## config.mk

```make
export PLATFORM = sky130hd
export DESIGN_NAME = uus_scaler
export DESIGN_NICKNAME = d
export VERILOG_FILES = /design/src/uus_pkg.sv /design/src/uus_scaler.sv
export VERILOG_INCLUDE_DIRS = /design/src
export SDC_FILE = /design/constraint.sdc
export NUM_CORES = 2
export LEC_CHECK = 0
export ABC_AREA = 0
export BUFFER_PORTS_ARGS = -buffer_cell sky130_fd_sc_hd__buf_2
export CAP_MARGIN = 40
export CORE_ASPECT_RATIO = 1.25
export CORE_MARGIN = 3
export CORE_UTILIZATION = 50
export CTS_CLUSTER_SIZE = 40
export DETAILED_ROUTE_END_ITERATION = 10
export PLACE_DENSITY = 0.66
export SYNTH_ARGS = -nofsm -noshare
export SYNTH_HDL_FRONTEND = slang
export SYNTH_SLANG_ARGS = --single-unit
```

## constraint.sdc

```tcl
create_clock -name core_clk_in -period 47.8 [get_ports core_clk_in]
set_input_delay 9.56 -clock core_clk_in [delete_from_list [all_inputs] [get_ports core_clk_in]]
set_output_delay 9.56 -clock core_clk_in [all_outputs]
set_load 0.1 [all_outputs]
```

## src/uus_defs.svh

```systemverilog
`ifndef UUS_DEFS_SVH
`define UUS_DEFS_SVH
`define UUS_POS_DEN_ADDR 16'h060e
`define UUS_POS_NUM_ADDR 16'h0610
`define UUS_VEL_DEN_ADDR 16'h0642
`define UUS_VEL_NUM_ADDR 16'h0644
`define UUS_RAMP_DEN_ADDR 16'h0660
`define UUS_RAMP_NUM_ADDR 16'h0662
`define UUS_POS_DEN_RST 32'h00004000
`define UUS_POS_NUM_RST 32'h00000001
`define UUS_VEL_DEN_RST 32'h00000001
`define UUS_VEL_NUM_RST 32'h00000001
`define UUS_RAMP_DEN_RST 32'h00000001
`define UUS_RAMP_NUM_RST 32'h00000001
`define UUS_RATIO_MIN 32'h00000001
`define UUS_RATIO_MAX 32'h7fffffff
`define UUS_JOG_POS_MIN 32'hf0000000
`define UUS_JOG_POS_MAX 32'h0fffffff
`define UUS_DIV_STEPS 7'h40
`define UUS_RES_POS_MAX 64'h000000007fffffff
`define UUS_RES_NEG_MAX 64'h0000000080000000
`define UUS_SAT_POS 32'h7fffffff
`define UUS_SAT_NEG 32'h80000000
`endif

```

## src/uus_pkg.sv

```systemverilog
package uus_pkg;
  typedef enum logic [1:0] {
    UUS_Q_POS,
    UUS_Q_VEL,
    UUS_Q_RAMP,
    UUS_Q_NONE
  } uus_qty_type;
  typedef enum logic [1:0] {
    UUS_ST_IDLE,
    UUS_ST_MUL,
    UUS_ST_DIV,
    UUS_ST_DONE
  } uus_state_type;
endpackage : uus_pkg

```

## src/uus_scaler.sv

```systemverilog
`timescale 1ns/1ps
`include "uus_defs.svh"

module uus_scaler #(
  parameter int PADDR_W = 16
) (
  input wire logic core_clk_in,
  input wire logic rst_in,
  input wire logic [PADDR_W-1:0] param_addr_in,
  input wire logic param_wr_in,
  input wire logic param_rd_in,
  input wire logic [31:0] param_wdata_in,
  output logic [31:0] param_rdata_out,
  output logic param_ack_out,
  output logic param_err_out,
  input wire logic power_stage_on_in,
  input wire logic jog_mode_in,
  input wire logic conv_start_in,
  input wire logic [1:0] conv_sel_in,
  input wire logic conv_to_user_in,
  input wire logic [31:0] conv_value_in,
  output logic conv_busy_out,
  output logic conv_done_out,
  output logic [31:0] conv_result_out,
  output logic conv_err_out
);

  localparam logic [31:0] NUM_RST [3] = '{
    `UUS_POS_NUM_RST,
    `UUS_VEL_NUM_RST,
    `UUS_RAMP_NUM_RST
  };
  localparam logic [31:0] DEN_RST [3] = '{
    `UUS_POS_DEN_RST,
    `UUS_VEL_DEN_RST,
    `UUS_RAMP_DEN_RST
  };

  function automatic logic [31:0] clamp_pos(input logic [31:0] v);
    if ($signed(v) < $signed(`UUS_JOG_POS_MIN))
    begin
      return `UUS_JOG_POS_MIN;
    end
    else if ($signed(v) > $signed(`UUS_JOG_POS_MAX))
    begin
      return `UUS_JOG_POS_MAX;
    end
    return v;
  endfunction : clamp_pos

  // Two's complement negation shared by magnitude and sign restore
  function automatic logic [31:0] neg32(input logic [31:0] v);
    return ~v + 32'h00000001;
  endfunction : neg32

  function automatic logic [31:0] mag32(input logic [31:0] v);
    return v[31] ? neg32(v) : v;
  endfunction : mag32

  // Select code 3 carries no ratio; a ratio of one keeps the engine harmless
  function automatic logic [31:0] pick3(input logic [1:0] s, input logic [31:0] w0,
    input logic [31:0] w1, input logic [31:0] w2);
    if (s == 2'h0)
    begin
      return w0;
    end
    else if (s == 2'h1)
    begin
      return w1;
    end
    else if (s == 2'h2)
    begin
      return w2;
    end
    return 32'h00000001;
  endfunction : pick3

  // Ratio storage
  logic [31:0] num_q [3];
  logic [31:0] pend_q [3];
  logic [31:0] act_den_q [3];

  // Address decode
  logic [2:0] hit_num;
  logic [2:0] hit_den;
  logic mapped;
  logic val_ok;
  logic wr_ok;
  logic wr_bad;
  logic [31:0] rd_mux;

  assign hit_num[0] = param_addr_in == PADDR_W'(`UUS_POS_NUM_ADDR);
  assign hit_num[1] = param_addr_in == PADDR_W'(`UUS_VEL_NUM_ADDR);
  assign hit_num[2] = param_addr_in == PADDR_W'(`UUS_RAMP_NUM_ADDR);
  assign hit_den[0] = param_addr_in == PADDR_W'(`UUS_POS_DEN_ADDR);
  assign hit_den[1] = param_addr_in == PADDR_W'(`UUS_VEL_DEN_ADDR);
  assign hit_den[2] = param_addr_in == PADDR_W'(`UUS_RAMP_DEN_ADDR);
  assign mapped = |{hit_num, hit_den};

  // Signed compare covers both ends of the legal range
  assign val_ok = ($signed(param_wdata_in) >= $signed(`UUS_RATIO_MIN)) &&
                  ($signed(param_wdata_in) <= $signed(`UUS_RATIO_MAX));

  // Refused writes leave every ratio untouched
  assign wr_ok = param_wr_in && mapped && val_ok && !power_stage_on_in;
  assign wr_bad = param_wr_in && !wr_ok;

  // Numerators read back active value, denominators the last written one
  assign rd_mux = hit_num[0] ? num_q[0] :
                  hit_num[1] ? num_q[1] :
                  hit_num[2] ? num_q[2] :
                  hit_den[0] ? pend_q[0] :
                  hit_den[1] ? pend_q[1] :
                  hit_den[2] ? pend_q[2] : 32'h00000000;

  always_ff @(posedge core_clk_in or posedge rst_in)
  begin
    if (rst_in)
    begin
      for (int i = 0; i < 3; i++)
      begin
        num_q[i] <= NUM_RST[i];
        pend_q[i] <= DEN_RST[i];
        act_den_q[i] <= DEN_RST[i];
      end
    end
    else
    begin
      for (int i = 0; i < 3; i++)
      begin
        if (wr_ok && hit_den[i])
        begin
          pend_q[i] <= param_wdata_in;
        end
        if (wr_ok && hit_num[i])
        begin
          num_q[i] <= param_wdata_in;
          act_den_q[i] <= pend_q[i];
        end
      end
    end
  end

  // Bus answer, one cycle after the request
  logic [31:0] rdata_q;
  logic ack_q;
  logic err_q;

  always_ff @(posedge core_clk_in or posedge rst_in)
  begin
    if (rst_in)
    begin
      rdata_q <= 32'h00000000;
      ack_q <= 1'b0;
      err_q <= 1'b0;
    end
    else
    begin
      ack_q <= param_wr_in || param_rd_in;
      err_q <= wr_bad || (param_rd_in && !param_wr_in && !mapped);
      if (param_rd_in && !param_wr_in)
      begin
        rdata_q <= rd_mux;
      end
    end
  end

  assign param_rdata_out = rdata_q;
  assign param_ack_out = ack_q;
  assign param_err_out = err_q;

  // Conversion engine
  uus_pkg::uus_state_type state_q;
  uus_pkg::uus_qty_type sel;
  logic sel_ok;
  logic is_pos_q;
  logic to_user_q;
  logic neg_q;
  logic bad_q;
  logic [31:0] val_q;
  logic [31:0] mul_q;
  logic [31:0] div_q;
  logic [63:0] quot_q;
  logic [32:0] rem_q;
  logic [6:0] cnt_q;
  logic [31:0] in_val;
  logic [31:0] pick_num;
  logic [31:0] pick_den;
  logic [32:0] rem_sh;
  logic rem_ge;
  logic sat;
  logic [31:0] raw_res;
  logic [31:0] fin_res;
  logic [31:0] result_q;
  logic done_q;
  logic cerr_q;

  assign sel = uus_pkg::uus_qty_type'(conv_sel_in);
  assign sel_ok = sel != uus_pkg::UUS_Q_NONE;
  assign pick_num = pick3(conv_sel_in, num_q[0], num_q[1], num_q[2]);
  assign pick_den = pick3(conv_sel_in, act_den_q[0], act_den_q[1], act_den_q[2]);

  // User-side positions are bounded on entry in jog only
  assign in_val = (sel == uus_pkg::UUS_Q_POS && jog_mode_in && !conv_to_user_in) ?
                  clamp_pos(conv_value_in) : conv_value_in;

  // Restoring division step over the magnitude product
  assign rem_sh = {rem_q[31:0], quot_q[63]};
  assign rem_ge = rem_sh >= {1'b0, div_q};

  // Overflow saturates and raises the error rather than wrapping
  assign sat = neg_q ? (quot_q > `UUS_RES_NEG_MAX) : (quot_q > `UUS_RES_POS_MAX);
  assign raw_res = sat ? (neg_q ? `UUS_SAT_NEG : `UUS_SAT_POS) :
                   (neg_q ? neg32(quot_q[31:0]) : quot_q[31:0]);
  assign fin_res = (is_pos_q && jog_mode_in && to_user_q) ?
                   clamp_pos(raw_res) : raw_res;

  always_ff @(posedge core_clk_in or posedge rst_in)
  begin
    if (rst_in)
    begin
      state_q <= uus_pkg::UUS_ST_IDLE;
      is_pos_q <= 1'b0;
      to_user_q <= 1'b0;
      neg_q <= 1'b0;
      bad_q <= 1'b0;
      val_q <= 32'h00000000;
      mul_q <= 32'h00000000;
      div_q <= 32'h00000001;
      quot_q <= 64'h0000000000000000;
      rem_q <= 33'h000000000;
      cnt_q <= 7'h00;
      result_q <= 32'h00000000;
      done_q <= 1'b0;
      cerr_q <= 1'b0;
    end
    else
    begin
      done_q <= 1'b0;
      unique case (state_q)
        uus_pkg::UUS_ST_IDLE:
        begin
          if (conv_start_in)
          begin
            // Ratio is sampled here so a later write cannot tear a result
            is_pos_q <= sel == uus_pkg::UUS_Q_POS;
            to_user_q <= conv_to_user_in;
            bad_q <= !sel_ok;
            val_q <= in_val;
            mul_q <= conv_to_user_in ? pick_den : pick_num;
            div_q <= conv_to_user_in ? pick_num : pick_den;
            state_q <= uus_pkg::UUS_ST_MUL;
          end
        end
        uus_pkg::UUS_ST_MUL:
        begin
          neg_q <= val_q[31];
          quot_q <= {32'h00000000, mag32(val_q)} * {32'h00000000, mul_q};
          rem_q <= 33'h000000000;
          cnt_q <= `UUS_DIV_STEPS;
          state_q <= uus_pkg::UUS_ST_DIV;
        end
        uus_pkg::UUS_ST_DIV:
        begin
          // Magnitude division truncates toward zero for either sign
          rem_q <= rem_ge ? (rem_sh - {1'b0, div_q}) : rem_sh;
          quot_q <= {quot_q[62:0], rem_ge};
          cnt_q <= cnt_q - 7'h01;
          if (cnt_q == 7'h01)
          begin
            state_q <= uus_pkg::UUS_ST_DONE;
          end
        end
        uus_pkg::UUS_ST_DONE:
        begin
          result_q <= bad_q ? 32'h00000000 : fin_res;
          cerr_q <= bad_q || sat;
          done_q <= 1'b1;
          state_q <= uus_pkg::UUS_ST_IDLE;
        end
      endcase
    end
  end

  assign conv_busy_out = state_q != uus_pkg::UUS_ST_IDLE;
  assign conv_done_out = done_q;
  assign conv_result_out = result_q;
  assign conv_err_out = cerr_q;

endmodule : uus_scaler

```

==> metrics.txt <==
Hold-fix buffers, CTS 0; critical path peak fanout 35; Die Wd 318.7 um; Setup Skew 0.03719 ns; Skew-Pair Late Insertion Delay between 0.6 and 0.7 ns; flip-flop and latch area about 0.014 mm2; Worst EP arrival about 13 ns; Multi-input gate area 0.04227 mm2; HP Class reg2reg; Max clock buf depth 3; vias in the first global route 47,940; Root Buffer clkbuf_16; reg2reg setup slack between 30 and 40 ns; #FFs+latches synth 561; Synth Flop Type dfrtp_1; kind of critical path in2reg; r2r startpoint val_q[0]; CTS buffer count between 50 and 60; buffer and inverter count on the worst path 4; Max transition margin roughly 36%; antenna violations before repair 12; # port buffers roughly 160; RSZ-0062 raised after global routing false; IO Count 159; remaining global-route overflow 0; WL final about 160,000 um; # nets final approximately 7,500; Placement Setup Slack between 30 and 40 ns; leading area contributor after synthesis fa_1; VDD IR-drop max approximately 0.000047 V; gr usage total a little over a quarter; Pre-antenna DRT Iters 7; Routability Congestion just over 0.9; Final Cycle Share between 20% and 30%; CTS tree yes; worst path required time approximately 48 ns; Post-Syn Instances 6,289; crit path from param_wdata_in[27]; P per Cell Area 34.51 mW/mm2; CP endpoint kind flip-flop; Site Rows 142; synth top area cells fa_1 29%, dfrtp_1 23%, ha_1 6.2%, and2_1 6.1%, inv_1 6.0%; ys async rst share 100.0%; Leak 33.60 nW; Startpoint Class input port; Synth cell types between 80 and 90; setup slack after layout approximately 35 ns; clk slew on worst S/H paths around 0.06 ns; setup TNS 0 ns; First DRT Iteration DRCs around 2,700; DRC viols 0; Final Hold Viols 0; Max H-tree Level 2; Post-CTS Resized 0; synthesis-to-finish area growth 7.703%; Yosys Warn Count 0; Post-CTS Setup Inserts 0; most frequent cells after synthesis 983 x inv_1, 897 x fa_1, 677 x nand2_1, 600 x and2_1, 551 x dfrtp_1; critical-path cell with the highest stage delay nor4_1; global-route wire length before repair between 200,000 and 300,000 um; run status finished clean; hpwl dp 121,500 um; WL per Instance 20.71 um; share of post-route cells with drive strength above 1 roughly an eighth; Synth top area share about 29%; post-route ant nets 0; number of synthesized flops with an enable pin 0; sequential fraction of the synthesis area a little under a quarter; largest net degree at the start of global routing around 160; worst hold slack 0.4745 ns; core area 0.1206 mm2; most common cell in the netlist inv_1; Mapped Nets approximately 7,600; synthesized area 0.06113 mm2; max cap viols 0; Hold Startpoint param_rdata_out[22]; Die ar. 0.1265 mm2; CP max stage delay ~0.7 ns; Slew @ Worst Pin 0.9530 ns; Slew Viols, Final 0; final setup fails 0; Sink Count 561; Max Fclk 0.08118 GHz; total chip power between 2 and 2.5 mW; fin crit period roughly 12 ns; CP Cell Sequence buf_2 -> nor4_1 -> nand4_1 -> o211ai_1 -> inv_1 -> nand2_2 -> buf_4 -> buf_16 -> mux2_2; CP top delay family buffers and inverters; chip height 396.9 um; Vias/cell around 5.6; syn_area_per_cell approximately 10 um2; number of fillers in the final layout between 10,000 and 15,000; Initial Utilization 50.67%; detailed-route via count around 44,000
-- report_power, final --
| part | leakage (nW) | switching, mW | internal [mW] |
|---|---|---|---|
| clock | 0.924 | 0.195 | 0.261 |
| combinational | 25.2 | 0.888 | 0.312 |
| sequential | 7.51 | 0.0758 | 0.539 |
| total | 33.6 | 1.16 | 1.11 |
-- path summary, 6_finish.rpt --
kind	cells past startpoint	endpoint
max in group asynchronous	6	act_den_q[71]
min in group asynchronous	2	mul_q[20]
setup / recovery	9	num_q[56]
hold reg to reg	1	param_rdata_out[22]
hold / removal	1	param_rdata_out[22]
setup reg to reg	37	quot_q[62]
-- layer usage --
layer  track usage, %  vias to the layer above  wire length (um)
li1                 -                    19790                 -
met1            31.60                    22730             62530
met2            47.41                     1280             83910
met3            3.698                      368              8761
met4            11.59                        4              7831
met5                0                        -                21
-- state kept, by name, indices dropped and copies added, names as in the netlist, 2 cells and up --
register	count
val_q	32
div_q	32
mul_q	32
cnt_q	7
quot_q	64
param_rdata_out	32
num_q	96
state_q	2
pend_q	96
act_den_q	96
rem_q	32
conv_result_out	32
-- area by class of cell --
cell class              instances  share of cell area, %
clock buffers                  72                  2.340
diodes                          7                0.02661
clock inverters                28                 0.5340
flip-flops and latches        561                  21.36
multi-input cells            4366                  64.20
repair buffers                270                  2.898
inverters                     985                  5.627
well taps                    1584                  3.010
-- placed cells by master (no fill, tap or decap), drive strengths merged, types with 14 or more instances in the layout --
master / count
a21o: 90
a21oi: 284
a222oi: 32
a22oi: 34
and2: 600
and3: 16
buf: 270
clkbuf: 72
clkinv: 14
dfrtp: 551
fa: 897
ha: 304
inv: 988
mux2: 322
mux2i: 146
nand2: 677
nand2b: 19
nand3: 30
nand4: 24
nor2: 215
nor2b: 21
nor4: 29
o21ai: 269
o31ai: 22
xnor2: 73
xor2: 76
-- per-stage QoR --
step	cell area (um2)	utilization, %	std cells
CTS	65820	54.56	7866
global placement	63540	52.67	7749
global route	65820	54.56	7866
floorplan	61130	-	6289
detailed placement	63930	52.99	7766
finish	65830	54.57	7873
-- cell families (layout without fill, tap and decap cells) --
family | after synthesis | in the layout | synth area share, %
buf+inv | 1362 | 1355 | 8.431
fa+ha+maj | 1201 | 1201 | 35.60
flops | 561 | 561 | 22.99
other cells | 0 | 7 | 0
simple gates | 1684 | 1684 | 13.67
xor+xnor | 149 | 149 | 2.135
mux | 468 | 468 | 8.323
compound gates | 864 | 864 | 8.851
-- worst register-to-register path: cells and delay by family (launching register included) --
| kind | cells | cell delay (ns) |
|---|---|---|
| adder cells (fa/ha/maj) | 9 | 4.42 |
| flip-flops | 1 | 0.36 |
| AO/OA/AOI/OAI | 9 | 2.07 |
| AND/OR/NAND/NOR | 12 | 3.02 |
| XOR/XNOR | 1 | 0.13 |
| buffers and inverters | 6 | 0.96 |
No activity file was read; power rests on OpenSTA's default activity.
